$ cat src/lvgpio_defs.svh
/*
  Constants for the low-voltage pin pair: register numbers, field
  positions, reset values and debounce timing.
  Assumes mclk runs at 50 MHz and register numbers are six bits wide.
*/
// Functional notes
// - Bit 0 sets direction, 0 input, 1 output; resets to 0.
// - Bit 1 reads back the sampled, debounced pin level.
// - Bit 2 is the level driven when output; resets to 0.
// - Bit 3 picks CMOS (0) or hysteresis (1) input; resets to 1.
// - Bits 5-4 pick debounce: off, 10 ms, 20 ms or 30 ms.
// - Bits 7-6 pick interrupt edges: none, falling, rising, both; reset 0.
// - Bit 8 turns the pad keeper on; resets to 0.
// - Bit 9 picks push-pull (0) or open-drain (1) output; resets to 0.
// - Bit 11 enables the pull resistor; resets to 1.
// - Bits 13-12 pick 10K/100K pull-down or pull-up; resets to 11.
// - Bits 15-14 pick slew rate, slow to very fast; resets slow.
// - First pin's control register sits at register number 35.
// - Second pin has its own register 36, same layout and defaults.
`ifndef LVGPIO_DEFS_SVH
`define LVGPIO_DEFS_SVH

`define LV_REG_PIN_TWO   6'h23
`define LV_REG_PIN_THREE 6'h24

`define LV_DIR_BIT       0
`define LV_DIN_BIT       1
`define LV_DOUT_BIT      2

`define LV_CTRL_RST      16'h3808
`define LV_CTRL_WMASK    16'hFFFD
`define LV_PADCFG_RST    8'h39

`define DBNC_STEP_MS     10
`define MCLK_KHZ         50000

`endif

$ cat src/lvgpio_pkg.sv
/*
  Types for the low-voltage pin pair: control word layout, pad
  configuration bundle and field encodings.
  Assumes lvgpio_defs.svh is available to the design file.
*/
package lvgpio_pkg;

  typedef enum logic [1:0] {
    EDGE_NONE = 2'b00,
    EDGE_FALL = 2'b01,
    EDGE_RISE = 2'b10,
    EDGE_BOTH = 2'b11
  } edge_mode_t;

  typedef enum logic [1:0] {
    DBNC_OFF  = 2'b00,
    DBNC_10MS = 2'b01,
    DBNC_20MS = 2'b10,
    DBNC_30MS = 2'b11
  } dbnc_t;

  typedef struct packed {
    logic [1:0] edge_rate_select;
    logic [1:0] pull_kind_select;
    logic       pull_resistor_on;
    logic       drive_current_select;
    logic       opendrain_select;
    logic       pad_keeper_on;
    edge_mode_t irq_edge;
    dbnc_t      glitch_filter_time;
    logic       schmitt_select;
    logic       out_level;
    logic       in_level;
    logic       dir_out;
  } ctrl_t;

  typedef struct packed {
    logic [1:0] edge_rate_select;
    logic [1:0] pull_kind_select;
    logic       pull_resistor_on;
    logic       drive_current_select;
    logic       pad_keeper_on;
    logic       schmitt_select;
  } pad_cfg_t;

endpackage

$ cat src/lowvolt_gpio_pair.sv
/*
  Control logic for two low-voltage general-purpose pins: control
  registers 35 and 36, input synchronising and debounce, edge events
  and registered pad drive and configuration.
  Assumes the serial control interface delivers one-cycle read and write
  strobes on mclk, and that pad_in is asynchronous to mclk.
*/
`timescale 1ns/1ps
`include "lvgpio_defs.svh"
`default_nettype none

module lowvolt_gpio_pair #(
  parameter int unsigned DBNC_UNIT_CYC = `DBNC_STEP_MS * `MCLK_KHZ
) (
  input  wire logic                   mclk,
  input  wire logic                   rst,
  input  wire logic                   reg_wr,
  input  wire logic                   reg_rd,
  input  wire logic [5:0]             reg_addr,
  input  wire logic [23:0]            reg_wdata,
  output logic      [23:0]            reg_rdata,
  output logic                        reg_rvalid,
  input  wire logic [1:0]             pad_in,
  output logic      [1:0]             pad_out,
  output logic      [1:0]             pad_oe_n,
  output lvgpio_pkg::pad_cfg_t [1:0]  pad_cfg,
  output logic      [1:0]             pin_event,
  input  wire logic [1:0]             event_clr
);
  import lvgpio_pkg::*;

  localparam int CW = $clog2(3 * DBNC_UNIT_CYC + 1);

  // ************************************************
  // Helpers
  // ************************************************
  function automatic logic [CW-1:0] dbnc_limit(input dbnc_t sel);
    logic [CW-1:0] unit;
    unit = CW'(DBNC_UNIT_CYC);
    unique case (sel)
      DBNC_OFF:  dbnc_limit = '0;
      DBNC_10MS: dbnc_limit = unit;
      DBNC_20MS: dbnc_limit = CW'(2 * DBNC_UNIT_CYC);
      DBNC_30MS: dbnc_limit = CW'(3 * DBNC_UNIT_CYC);
    endcase
  endfunction

  function automatic logic edge_match(input edge_mode_t m,
                                      input logic rise,
                                      input logic fall);
    unique case (m)
      EDGE_NONE: edge_match = 1'b0;
      EDGE_FALL: edge_match = fall;
      EDGE_RISE: edge_match = rise;
      EDGE_BOTH: edge_match = rise | fall;
    endcase
  endfunction

  function automatic logic [5:0] pin_addr(input int i);
    pin_addr = (i == 0) ? `LV_REG_PIN_TWO : `LV_REG_PIN_THREE;
  endfunction

  // ************************************************
  // State
  // ************************************************
  ctrl_t [1:0]          ctrl_q,   ctrl_d;
  logic  [1:0]          sync1_q,  sync1_d;
  logic  [1:0]          sync2_q,  sync2_d;
  logic  [1:0]          filt_q,   filt_d;
  logic  [1:0][CW-1:0]  cnt_q,    cnt_d;
  logic  [1:0]          event_q,  event_d;
  logic  [1:0]          out_q,    out_d;
  logic  [1:0]          oe_n_q,   oe_n_d;
  pad_cfg_t [1:0]       cfg_q,    cfg_d;
  logic  [23:0]         rdata_q,  rdata_d;
  logic                 rvalid_q, rvalid_d;
  logic  [1:0]          hit;

  // ************************************************
  // Control registers
  // ************************************************
  always_comb begin
    ctrl_d = ctrl_q;
    for (int i = 0; i < 2; i++) begin
      if (reg_wr && reg_addr == pin_addr(i)) begin
        // Upper byte and the read-only level bit are dropped here
        ctrl_d[i] = ctrl_t'(reg_wdata[15:0] & `LV_CTRL_WMASK);
      end
    end
  end

  always_ff @(posedge mclk) begin
    if (rst) begin
      ctrl_q <= {2{ctrl_t'(`LV_CTRL_RST)}};
    end else begin
      ctrl_q <= ctrl_d;
    end
  end

  // ************************************************
  // Register read
  // ************************************************
  always_comb begin
    rdata_d  = rdata_q;
    rvalid_d = reg_rd;
    if (reg_rd) begin
      rdata_d = 24'h000000;
      for (int i = 0; i < 2; i++) begin
        if (reg_addr == pin_addr(i)) begin
          rdata_d[15:0]        = ctrl_q[i];
          rdata_d[`LV_DIN_BIT] = filt_q[i];
        end
      end
    end
  end

  always_ff @(posedge mclk) begin
    if (rst) begin
      rdata_q  <= 24'h000000;
      rvalid_q <= 1'b0;
    end else begin
      rdata_q  <= rdata_d;
      rvalid_q <= rvalid_d;
    end
  end

  // ************************************************
  // Input path: synchroniser, debounce, edge events
  // ************************************************
  always_comb begin
    sync1_d = pad_in;
    sync2_d = sync1_q;
    filt_d  = filt_q;
    cnt_d   = cnt_q;
    for (int i = 0; i < 2; i++) begin
      // Level must differ for the whole window before it is taken
      if (sync2_q[i] == filt_q[i]) begin
        cnt_d[i] = '0;
      end else if (cnt_q[i] + 1'b1 >=
                   dbnc_limit(ctrl_q[i].glitch_filter_time)) begin
        filt_d[i] = sync2_q[i];
        cnt_d[i]  = '0;
      end else begin
        cnt_d[i] = cnt_q[i] + 1'b1;
      end
      hit[i] = edge_match(ctrl_q[i].irq_edge,
                          ~filt_q[i] & filt_d[i],
                          filt_q[i] & ~filt_d[i]);
    end
    // A new edge beats a clear in the same cycle
    event_d = (event_q & ~event_clr) | hit;
  end

  always_ff @(posedge mclk) begin
    if (rst) begin
      sync1_q <= 2'b00;
      sync2_q <= 2'b00;
      filt_q  <= 2'b00;
      cnt_q   <= '0;
      event_q <= 2'b00;
    end else begin
      sync1_q <= sync1_d;
      sync2_q <= sync2_d;
      filt_q  <= filt_d;
      cnt_q   <= cnt_d;
      event_q <= event_d;
    end
  end

  // ************************************************
  // Pad drive and configuration
  // ************************************************
  always_comb begin
    for (int i = 0; i < 2; i++) begin
      out_d[i] = ctrl_q[i].out_level;
      // Open drain only pulls low; a high level releases the pad
      oe_n_d[i] = ~(ctrl_q[i].dir_out &
                    ~(ctrl_q[i].opendrain_select &
                      ctrl_q[i].out_level));
      cfg_d[i].edge_rate_select     = ctrl_q[i].edge_rate_select;
      cfg_d[i].pull_kind_select     = ctrl_q[i].pull_kind_select;
      cfg_d[i].pull_resistor_on     = ctrl_q[i].pull_resistor_on;
      cfg_d[i].drive_current_select = ctrl_q[i].drive_current_select;
      cfg_d[i].pad_keeper_on        = ctrl_q[i].pad_keeper_on;
      cfg_d[i].schmitt_select       = ctrl_q[i].schmitt_select;
    end
  end

  always_ff @(posedge mclk) begin
    if (rst) begin
      out_q  <= 2'b00;
      oe_n_q <= 2'b11;
      cfg_q  <= {2{pad_cfg_t'(`LV_PADCFG_RST)}};
    end else begin
      out_q  <= out_d;
      oe_n_q <= oe_n_d;
      cfg_q  <= cfg_d;
    end
  end

  assign pad_out    = out_q;
  assign pad_oe_n   = oe_n_q;
  assign pad_cfg    = cfg_q;
  assign pin_event  = event_q;
  assign reg_rdata  = rdata_q;
  assign reg_rvalid = rvalid_q;
endmodule
`default_nettype wire

$ cat config.mk
export PLATFORM = sky130hd
export DESIGN_NAME = lowvolt_gpio_pair
export DESIGN_NICKNAME = d
export VERILOG_FILES = /design/src/lvgpio_pkg.sv /design/src/lowvolt_gpio_pair.sv
export VERILOG_INCLUDE_DIRS = /design/src /design/src/src
export SDC_FILE = /design/constraint.sdc
export NUM_CORES = 1
export LEC_CHECK = 0
export ABC_AREA = 1
export BUFFER_PORTS_ARGS = -buffer_cell sky130_fd_sc_hd__buf_2
export CAP_MARGIN = 40
export CORE_MARGIN = 2
export CORE_UTILIZATION = 40
export CTS_CLUSTER_SIZE = 14
export DETAILED_ROUTE_END_ITERATION = 7
export GPL_ROUTABILITY_DRIVEN = 0
export SYNTH_ARGS = -nofsm -noshare
export SYNTH_HDL_FRONTEND = slang
export SYNTH_SLANG_ARGS = --single-unit
export TNS_END_PERCENT = 30
$ cat constraint.sdc
create_clock -name mclk -period 3.2 [get_ports mclk]
set_clock_uncertainty 0.15 [all_clocks]
set_input_delay 0.48 -clock mclk [delete_from_list [all_inputs] [get_ports mclk]]
set_output_delay 0.48 -clock mclk [all_outputs]
set_load 0.02 [all_outputs]
==> results of run 1 <==
## per-stage QoR
step	hold WS (ns)	setup WS [ns]	area, um2	cells	total power [uW]
finish	0.114	-0.400	7890	1105	3530
global route	0.117	-0.714	7890	1105	3650
CTS	0.104	-0.450	7560	1099	3550
detailed placement	0.251	-0.486	6750	1050	1670
global placement	0.240	-0.415	6750	1050	1670
floorplan	0.238	-0.239	5800	765	1620
## how the worst min path moves through the flow
stage,from,endpoint,slack (ns),cells past startpoint
detailed placement,sync1_q[0],sync2_q[0],0.25,2
global placement,sync1_q[0],sync2_q[0],0.24,2
global route,pad_in[0],sync1_q[0],0.12,3
floorplan,sync1_q[0],sync2_q[0],0.24,2
finish,pad_in[1],sync1_q[1],0.11,3
CTS,pad_in[0],sync1_q[0],0.10,3
## layer usage
metal	global-route usage, %	routed length (um)
met5	0	0
met4	7.09	251
met3	6.04	630
met2	28.9	6310
met1	22.8	6260
## cell families (layout without fill, tap and decap cells)
logic type	Yosys count	count (layout)	synth area share, %
AND/OR/NAND/NOR	299	299	23.2
XOR/XNOR	22	22	3.48
adder cells (fa/ha/maj)	37	37	8.05
buffers and inverters	168	328	12.0
other	1	8	0.0652
flip-flops	117	117	40.7
AO/OA/AOI/OAI	114	114	12.5
## layout make-up
class,count,area share [%]
timing repair buffer,158,14.0
multi-input combinational,480,39.2
sequential,117,29.9
clock buffer,20,5.93
tap,180,2.85
inverter,138,6.56
clock inverter,12,1.52
## power by group through the flow
| stage | logic, uW | clock network [uW] | registers [uW] |
|---|---|---|---|
| final | 178 | 1860 | 1480 |
| after global routing | 198 | 1960 | 1490 |
| after CTS | 158 | 1900 | 1480 |
| after detailed placement | 151 | 0 | 1520 |
| after global placement | 150 | 0 | 1520 |
| after floorplan | 86.1 | 0 | 1530 |
## sequential cells by signal, indices dropped and copies added (netlist names), 2 cells and up
| register | count |
|---|---|
| sync1_q | 2 |
| cfg_d | 16 |
| cnt_q | 42 |
| pad_cfg | 16 |
| sync2_q | 2 |
| pad_oe_n | 2 |
| pad_out | 2 |
| filt_q | 2 |
| ctrl_q | 14 |
| reg_rdata | 16 |
| pin_event | 2 |
## cell usage after synthesis, types with 2 or more instances
library cell               number
sky130_fd_sc_hd__inv_1        130
sky130_fd_sc_hd__nand2_1      130
sky130_fd_sc_hd__dfxtp_1      117
sky130_fd_sc_hd__nor2_1        80
sky130_fd_sc_hd__a21oi_1       39
sky130_fd_sc_hd__o211ai_1      38
sky130_fd_sc_hd__ha_1          37
sky130_fd_sc_hd__nand3_1       29
sky130_fd_sc_hd__nor2_2        29
sky130_fd_sc_hd__o21ai_0       29
sky130_fd_sc_hd__clkbuf_1      18
sky130_fd_sc_hd__xor2_1        16
sky130_fd_sc_hd__nand4_1       13
sky130_fd_sc_hd__buf_4          8
sky130_fd_sc_hd__a21oi_2        5
sky130_fd_sc_hd__nand2_2        5
sky130_fd_sc_hd__xnor2_1        5
sky130_fd_sc_hd__buf_6          4
sky130_fd_sc_hd__clkinv_1       4
sky130_fd_sc_hd__inv_2          4
sky130_fd_sc_hd__nor2_4         4
sky130_fd_sc_hd__nor3_1         2
sky130_fd_sc_hd__nor3_2         2
## what timing repair did
item / 4_1_cts / 5_1_grt
gates cloned: 1 / 0
resized for setup: 23 / 75
pin swaps: 25 / 42
setup buffers: 16 / 6
endpoints found under the setup margin: 46 / 46
## critical path, delay by kind of cell (launching register included)
kind                       cells  cell delay, ns
AOI/OAI and AO/OA              6            0.50
xor gates and xnor gates       1            0.19
DFF                            1            0.37
buffers and inverters          2            0.13
and+or+nand+nor               16            1.67
adders and majority gates      2            0.44
==> impl_metrics.yaml, run 1 <==
clock_network:
  cts-buffers-inserted: 17
  clock_latency_ns: 0.42
  clockBufferDepth: 2
  cts_hold_buf: 0
  tritoncts: "done"
  cts_root_buf: "sky130_fd_sc_hd__clkbuf_16"
  clkTransAtPathRegs_ns: 0.06
  h-tree-depth: 4
  clock_sinks: 117
setup_path:
  worstSetupEndpointType: "flop"
  path_max_fanout: 4
  critical_path.slowest_cell: "sky130_fd_sc_hd__dfxtp_4"
  critical_path.max_stage_delay_ns: 0.37
  worst_ep_arrival_time_ns: 3.73
  reg2reg_setup_slack_ns: -0.40
  origin_of_the_critical_flop_to_flop_path: "cnt_q[0]"
  critical_path_class: "reg2reg"
  crit-reg2reg-capture: "pin_event[0]"
  worst_setup_path_startpoint: "cnt_q[0]"
  worst_setup_path_start_kind: "flop"
  timing.critical_path.mode_cell: "sky130_fd_sc_hd__nand2_2"
  required_ns: 3.33
  worstRegToRegCells: 27
  setup.worst_path.end: "pin_event[0]"
synth:
  ys_dominant_reg_cell: "sky130_fd_sc_hd__dfxtp_1"
  count_of_flip_flops_with_a_built_in_enable_after_synthesis: 0
  synth_top_cell_by_area: "sky130_fd_sc_hd__dfxtp_1"
  syn_inst: 758
  synthDominantCellAreaShare_pct: 40.7
  synth.area.top_cells: "sky130_fd_sc_hd__dfxtp_1 (41%), sky130_fd_sc_hd__inv_1 (8.5%), sky130_fd_sc_hd__nand2_1 (8.5%)"
  synth-warning-count: 0
  flip_flop_and_latch_count_after_synthesis: 117
  synth_area_mm2: 0.00575
  ys_async_sr_fraction_pct: 0
  yosysUniqueCellTypes: 33
  synth_sequential_area_ratio_pct: 40.7
  post_synth.cell_area_avg_um2: 7.59
run_status:
  result_of_the_run: "finished with violations"
  violations: "negative setup slack"
finish:
  nets: 987
  post-route-util_pct: 56.4
  top_library_cells_by_usage_in_the_layout_fill_and_taps_aside: "sky130_fd_sc_hd__inv_1 (128), sky130_fd_sc_hd__nand2_1 (118), sky130_fd_sc_hd__dfxtp_1 (108), sky130_fd_sc_hd__buf_4 (81), sky130_fd_sc_hd__buf_2 (67)"
  layout-drive-gt1-share_pct: 33.6
  ant_diodes: 0
  fillCellCount: 1297
  area_growth_pct: 37.2
  multi_input_area_mm2: 0.00310
  leading_cell_type_in_the_layout_fill_and_taps_excluded: "sky130_fd_sc_hd__inv_1"
  sequential_cell_area_mm2: 0.00236
global_routing:
  grt_max_degree: 52
  global_route_wire_length_before_repair_um: 21600
  grt.total_usage_pct: 18.2
  grt_antenna_before_repair: 0
  first_global_vias: 4811
  grt_overflow: 0
timing:
  grt_setup_unrepaired: "yes"
  timing_max_transition_violations_final: 0
  worst_pin_slew_ns: 0.691
  finalCritPeriodShare_pct: 113
  clock.fmax_mhz: 278
  fin_setup_tns_ns: -1.81
  slew-limit-headroom_pct: 53.8
  final_critical_path_setup_slack_ns: -0.400
  hold_viol: 0
  final.min_clock_period_ns: 3.60
  setup_viol: 35
drt:
  ant_nets: 0
  via_count: 5078
  drcViolationCount: 0
  drt-initial-drc-count: 271
  wl_per_cell_um: 12.2
  drtPass1Iterations: 6
  detail_route.vias_per_cell: 4.60
  detail_route.wirelength_um: 13500
placed_design:
  place.port_buffers: 67
  detailed_place_hpwl_um: 9040
flow_run:
  count_of_maximum_capacitance_violations: 0
floorplanning:
  die-height_um: 124
  rows: 43
  die_x_um: 124
  die-area_mm2: 0.0154
  initial_core_utilization_pct: 41.1
  io_pins: 85
  coreArea_mm2: 0.0140
power_and_ir_drop:
  cellInternalPower_uw: 2690
  power.switching_uw: 840
  ir_drop_mv: 0.376
  power.share.sequential_pct: 42.1
  clock_power_share_pct: 52.9
  gate_power_share_pct: 5.0
  switching_share_pct: 23.8
  static-leakage-power_uw: 0.00355
  power.density_mw_per_mm2: 447
worst_hold_path:
  hold_path_class: "in2reg"
Power figures use the tool's default switching activity.
==> run 2: changes to the inputs <==
CAP_MARGIN = unset   (was 40)
clock period = 4 ns   (was 3.2 ns; I/O delays follow)
==> impl_metrics.yaml, run 2 (synthesized netlist as in run 1, its figures left out) <==
run_status:
  result_of_the_run: "finished, final reports clean"
finish:
  top_library_cells_by_usage_in_the_layout_fill_and_taps_aside: "sky130_fd_sc_hd__inv_1 (130), sky130_fd_sc_hd__nand2_1 (123), sky130_fd_sc_hd__dfxtp_1 (107), sky130_fd_sc_hd__nor2_1 (72), sky130_fd_sc_hd__buf_2 (67)"
  top_reg_by_flops: "cnt_q"
  nets: 909
  leading_cell_type_in_the_layout_fill_and_taps_excluded: "sky130_fd_sc_hd__inv_1"
  layout-drive-gt1-share_pct: 24.5
  ant_diodes: 0
  area_growth_pct: 23.5
  number_of_flip_flops_in_the_largest_register: 42
  fillCellCount: 1383
  sequential_cell_area_mm2: 0.00236
  multi_input_area_mm2: 0.00292
setup_path:
  timing.critical_path.mode_cell: "sky130_fd_sc_hd__nand2_2"
  critical_path.slowest_cell: "sky130_fd_sc_hd__dfxtp_4"
  critical_path.max_stage_delay_ns: 0.37
  worst_ep_arrival_time_ns: 3.87
  path_max_fanout: 5
  required_ns: 4.12
  worstPathBufferInverterCount: 2
  critical-path-top-delay-family: "simple AND/OR/NAND/NOR gates"
  worstSetupEndpointType: "flop"
  worst_setup_path_start_kind: "flop"
  critical_path_class: "reg2reg"
global_routing:
  grt_max_degree: 41
  grt_overflow: 0
  grt_antenna_before_repair: 2
  first_global_vias: 4503
  global_route_wire_length_before_repair_um: 20400
  grt.total_usage_pct: 17.1
floorplanning:
  die_x_um: 124
  die-area_mm2: 0.0154
  io_pins: 85
  rows: 43
  die-height_um: 124
  coreArea_mm2: 0.0140
  initial_core_utilization_pct: 41.1
worst_hold_path:
  hold_path_class: "in2reg"
clock_network:
  clockBufferDepth: 2
  h-tree-depth: 4
  clock_sinks: 117
  cts-buffers-inserted: 17
  tritoncts: "done"
  clock_latency_ns: 0.41
  clkTransAtPathRegs_ns: 0.06
  cts_hold_buf: 0
  cts_root_buf: "sky130_fd_sc_hd__clkbuf_16"
timing:
  clock.fmax_mhz: 267
  fin_setup_tns_ns: 0
  finalCritPeriodShare_pct: 93.8
  slew-limit-headroom_pct: 50.5
  hold_viol: 0
  timing_max_transition_violations_final: 0
  worst_pin_slew_ns: 0.742
  grt_setup_unrepaired: "yes"
  final_critical_path_setup_slack_ns: 0.249
  final.min_clock_period_ns: 3.75
  setup_viol: 0
  hold_ws_ns: 0.238
drt:
  drtPass1Iterations: 5
  drt-initial-drc-count: 194
  detail_route.vias_per_cell: 4.60
  wl_per_cell_um: 11.9
  detail_route.wirelength_um: 12200
  ant_nets: 0
  via_count: 4717
  drcViolationCount: 0
power_and_ir_drop:
  ir_drop_mv: 0.301
  power_uw: 2920
  power.density_mw_per_mm2: 411
  static-leakage-power_uw: 0.00309
placed_design:
  place.port_buffers: 67
  dp_worst_slack_ns: 0.0751
  detailed_place_hpwl_um: 8600
flow_run:
  count_of_maximum_capacitance_violations: 0
==> run 2: changes by cell type in the layout (fill, tap and decap cells not counted), sizes merged <==
cell	before	now
clkbuf	21	20
clkinvlp	2	3
inv	138	136
buf	157	80
bufinv	1	4
clkinv	9	6
==> run 2: stage by stage <==
| stage | std cells | util, % | area [um2] |
|---|---|---|---|
| after floorplan | 765 | - | 5780 |
| final | 1026 | 50.8 | 7100 |
| after global routing | 1026 | 50.8 | 7100 |
| after global placement | 991 | 44.7 | 6250 |
| after CTS | 1022 | 49.2 | 6880 |
| after detailed placement | 991 | 44.7 | 6250 |
==> run 2: where the power goes <==
group | switching (uW) | leakage [uW] | total (uW) | internal [uW]
Combinational | 79.2 | 0.00184 | 120 | 40.5
Clock | 539 | 0.000299 | 1610 | 1070
Sequential | 7.76 | 0.000953 | 1190 | 1180
Total | 626 | 0.00309 | 2920 | 2300
==> run 2: cell type report <==
type                       instances  share of cell area, %
clock buffer                      20                   6.43
inverter                         138                   7.30
timing repair buffer              80                   6.27
multi-input combinational        480                   41.1
sequential                       117                   33.2
tap                              180                   3.17
clock inverter                    11                   2.45
==> run 2: final timing paths <==
kind | from | endpoint | slack (ns) | cells past startpoint
max | cnt_q[0] | pin_event[0] | 0.25 | 27
min | pad_in[0] | sync1_q[0] | 0.24 | 3
max reg2reg | cnt_q[0] | pin_event[0] | 0.25 | 27
min reg2reg | cnt_q[21] | cnt_q[21] | 0.27 | 1
==> run 2: per-layer routing <==
metal	part of all wire [%]	vias to the layer above	global-route usage (%)
li1	-	2532	-
met1	47	2103	21.1
met2	47	72	27.2
met3	5.5	8	6.55
met4	0.62	2	6.18
met5	0.11	-	0
==> run 2: repair_timing <==
action | CTS | global route
resized for setup | 0 | 59
setup buffers | 0 | 4
endpoints found under the setup margin | 0 | 2
==> run 2: worst register-to-register path: stages (launching register included) <==
cell and delay (ns):
sky130_fd_sc_hd__dfxtp_4 0.37, sky130_fd_sc_hd__ha_4 0.16, sky130_fd_sc_hd__nand2_4 0.05, sky130_fd_sc_hd__nor2_4 0.11, sky130_fd_sc_hd__nand2_2 0.09, sky130_fd_sc_hd__nor2_4 0.13
sky130_fd_sc_hd__nand3_2 0.08, sky130_fd_sc_hd__nor2_4 0.13, sky130_fd_sc_hd__nand2_2 0.07, sky130_fd_sc_hd__inv_2 0.07, sky130_fd_sc_hd__nand4_1 0.13, sky130_fd_sc_hd__xor2_2 0.22
sky130_fd_sc_hd__ha_1 0.31, sky130_fd_sc_hd__nand2_2 0.08, sky130_fd_sc_hd__nor2_4 0.13, sky130_fd_sc_hd__nand3_2 0.09, sky130_fd_sc_hd__nor2_1 0.09, sky130_fd_sc_hd__nand3_1 0.09
sky130_fd_sc_hd__nor2_2 0.13, sky130_fd_sc_hd__a21oi_2 0.10, sky130_fd_sc_hd__nand2_2 0.11, sky130_fd_sc_hd__nand2_2 0.06, sky130_fd_sc_hd__o21ai_2 0.06, sky130_fd_sc_hd__inv_1 0.06
sky130_fd_sc_hd__ha_2 0.30, sky130_fd_sc_hd__a21oi_1 0.06, sky130_fd_sc_hd__a21oi_1 0.12, sky130_fd_sc_hd__a21oi_1 0.07
==> run 3: changes to the inputs <==
ABC_AREA = unset   (was 1)
==> impl_metrics.yaml, run 3 <==
global_routing:
  grt.total_usage_pct: 18.4
  gr-max-usage-layer: "met2"
  met2_usage_pct: 29.5
  grt_max_degree: 48
  first_global_vias: 4234
  grt_antenna_before_repair: 2
  grt_overflow: 0
  grtUsageMet3_pct: 6.42
  global_route_wire_length_before_repair_um: 21000
  groute.layer.met1.usage_pct: 22.6
drt:
  drtPass1Iterations: 4
  via_count: 4442
  wl_per_cell_um: 14.3
  ant_nets: 0
  detail_route.vias_per_cell: 5.00
  drt-initial-drc-count: 216
  detail_route.wirelength_um: 12700
  drcViolationCount: 0
timing:
  finalCritPeriodShare_pct: 96.9
  setup_viol: 0
  clock.fmax_mhz: 258
  hold_viol: 0
  worst_pin_slew_ns: 0.856
  fin_setup_tns_ns: 0
  grt_setup_unrepaired: "yes"
  timing_max_transition_violations_final: 0
  slew-limit-headroom_pct: 42.9
  final.min_clock_period_ns: 3.88
setup_path:
  critical_path_class: "reg2reg"
  worst_setup_path_start_kind: "flop"
  worst_ep_arrival_time_ns: 4.07
  path_max_fanout: 4
  crit_path_cells: "nand4_1 -> nor3_2 -> and3_4 -> nand3_2 -> xnor2_2 -> ha_1 -> nand3_1 -> or3_4 -> nor4_2 -> nand4_1 -> nand3_2 -> mux2_2 -> ha_1 -> mux2i_1 -> a21oi_1 -> o2bb2ai_1"
  worstRegToRegCells: 16
  critical_path.slowest_cell: "sky130_fd_sc_hd__or3_4"
  worstSetupEndpointType: "flop"
  required_ns: 4.19
  critical_path.max_stage_delay_ns: 0.36
finish:
  number_of_flip_flops_in_the_largest_register: 42
  top_reg_by_flops: "cnt_q"
  layout.cell_area.non_filler_mm2: 0.00679
  final_cells: 888
  nets: 775
  ant_diodes: 0
  leading_cell_type_in_the_layout_fill_and_taps_excluded: "sky130_fd_sc_hd__dfxtp_1"
  fillCellCount: 1273
  layout-drive-gt1-share_pct: 25.0
  post-route-util_pct: 51.3
  area_growth_pct: 25.3
  top_library_cells_by_usage_in_the_layout_fill_and_taps_aside: "sky130_fd_sc_hd__dfxtp_1 (109), sky130_fd_sc_hd__nand2_1 (85), sky130_fd_sc_hd__buf_2 (67), sky130_fd_sc_hd__nor2_1 (47), sky130_fd_sc_hd__nor2b_1 (40)"
power_and_ir_drop:
  power.switching_uw: 596
  clock_power_share_pct: 53.8
  ir_drop_mv: 0.340
  gate_power_share_pct: 3.5
  power.density_mw_per_mm2: 409
  static-leakage-power_uw: 0.00281
  power_uw: 2780
  power.share.sequential_pct: 42.7
  cellInternalPower_uw: 2180
  switching_share_pct: 21.4
floorplanning:
  die-area_mm2: 0.0145
  initial_core_utilization_pct: 40.9
  die_x_um: 120
  die-height_um: 120
  io_pins: 85
  rows: 42
  coreArea_mm2: 0.0132
clock_network:
  cts-buffers-inserted: 17
  clock_latency_ns: 0.42
  cts_root_buf: "sky130_fd_sc_hd__clkbuf_16"
  cts_hold_buf: 0
  clock_sinks: 117
  clockBufferDepth: 2
  tritoncts: "done"
  clkTransAtPathRegs_ns: 0.05
  h-tree-depth: 4
synth:
  synth.area.top_cells: "sky130_fd_sc_hd__dfxtp_1 (43%), sky130_fd_sc_hd__ha_1 (8.5%), sky130_fd_sc_hd__nand2_1 (5.9%)"
  synth-warning-count: 0
  synth_sequential_area_ratio_pct: 43.2
  synth.top_cells.by_count: "sky130_fd_sc_hd__dfxtp_1 (117), sky130_fd_sc_hd__nand2_1 (85), sky130_fd_sc_hd__nor2_1 (48), sky130_fd_sc_hd__nor2b_1 (40), sky130_fd_sc_hd__ha_1 (37)"
  count_of_flip_flops_with_a_built_in_enable_after_synthesis: 0
  synthDominantCellAreaShare_pct: 43.2
  ys_async_sr_fraction_pct: 0
  synth.most_common_cell: "sky130_fd_sc_hd__dfxtp_1"
  ys_dominant_reg_cell: "sky130_fd_sc_hd__dfxtp_1"
  yosysUniqueCellTypes: 52
  flip_flop_and_latch_count_after_synthesis: 117
  post_synth.cell_area_avg_um2: 8.89
  synth_area_mm2: 0.00542
  synth_top_cell_by_area: "sky130_fd_sc_hd__dfxtp_1"
  syn_inst: 609
worst_hold_path:
  hold_path_class: "in2reg"
  hold_depth: 3
run_status:
  result_of_the_run: "finished, final reports clean"
placed_design:
  detailed_place_hpwl_um: 8950
  place.port_buffers: 67
  dpl-instance-area_mm2: 0.00606
  dp_cells: 855
flow_run:
  count_of_maximum_capacitance_violations: 0
==> run 3: power by group through the flow <==
stage | Sequential (uW) | Clock (uW) | Combinational, uW
after floorplan | 1220 | 0 | 54.5
after global placement | 1210 | 0 | 95.3
after detailed placement | 1210 | 0 | 97.0
after CTS | 1190 | 1520 | 98.0
after global routing | 1190 | 1580 | 108
final | 1190 | 1500 | 98.6
==> run 3: layout make-up <==
type	instances	area [um2]	share of cell area (%)
clock buffer	21	440	6.49
clock inverter	10	131	1.94
inverter	23	86.3	1.27
multi-input combinational	443	2980	43.8
sequential	117	2350	34.7
tap	176	220	3.24
timing repair buffer	98	581	8.55
==> run 3: cells by family (layout without fill, tap and decap cells) <==
family | Yosys count | count (layout) | share of synthesized area (%)
xor+xnor | 40 | 40 | 6.47
buf+inv | 56 | 152 | 4.64
mux | 8 | 8 | 1.62
flops | 117 | 117 | 43.2
simple gates | 267 | 267 | 25.3
compound gates | 83 | 83 | 10.1
other cells | 1 | 8 | 0.0692
fa+ha+maj | 37 | 37 | 8.55
==> run 3: timing repair <==
item	CTS	global route
buffers inserted	0	2
setup endpoints to repair	2	2
gates resized for setup	2	29
pin swaps	0	18
==> run 3: routing by layer <==
metal  share of wire, %  vias up
met1                 44     2056
met5              0.087        -
met2                 48      121
met4                1.8        2
met3                6.7       20
li1                   -     2243
==> run 3: final timing paths <==
path / start / endpoint / slack [ns]
worst max-delay path: cnt_q[5] / pin_event[0] / 0.12
worst min-delay path: reg_wdata[13] / cfg_d[13] / 0.26
worst max register to register: cnt_q[5] / pin_event[0] / 0.12
worst min register to register: ctrl_q[16] / pad_oe_n[1] / 0.28
==> run 3: metrics by stage <==
stage,hold slack (ns),setup WS [ns]
floorplan,0.231,0.0144
global placement,0.245,0.0184
detailed placement,0.262,-0.0431
CTS,0.245,0.00855
global route,0.264,-0.0346
finish,0.260,0.125
==> run 3: worst max-delay path: cells and delay by family, from the launching register on <==
kind,cells,cell delay (ns)
AND/OR/NAND/NOR,9,1.83
adder cells (fa/ha/maj),2,0.59
multiplexers,2,0.48
flip-flops,1,0.35
AO/OA/AOI/OAI,2,0.22
XOR/XNOR,1,0.16
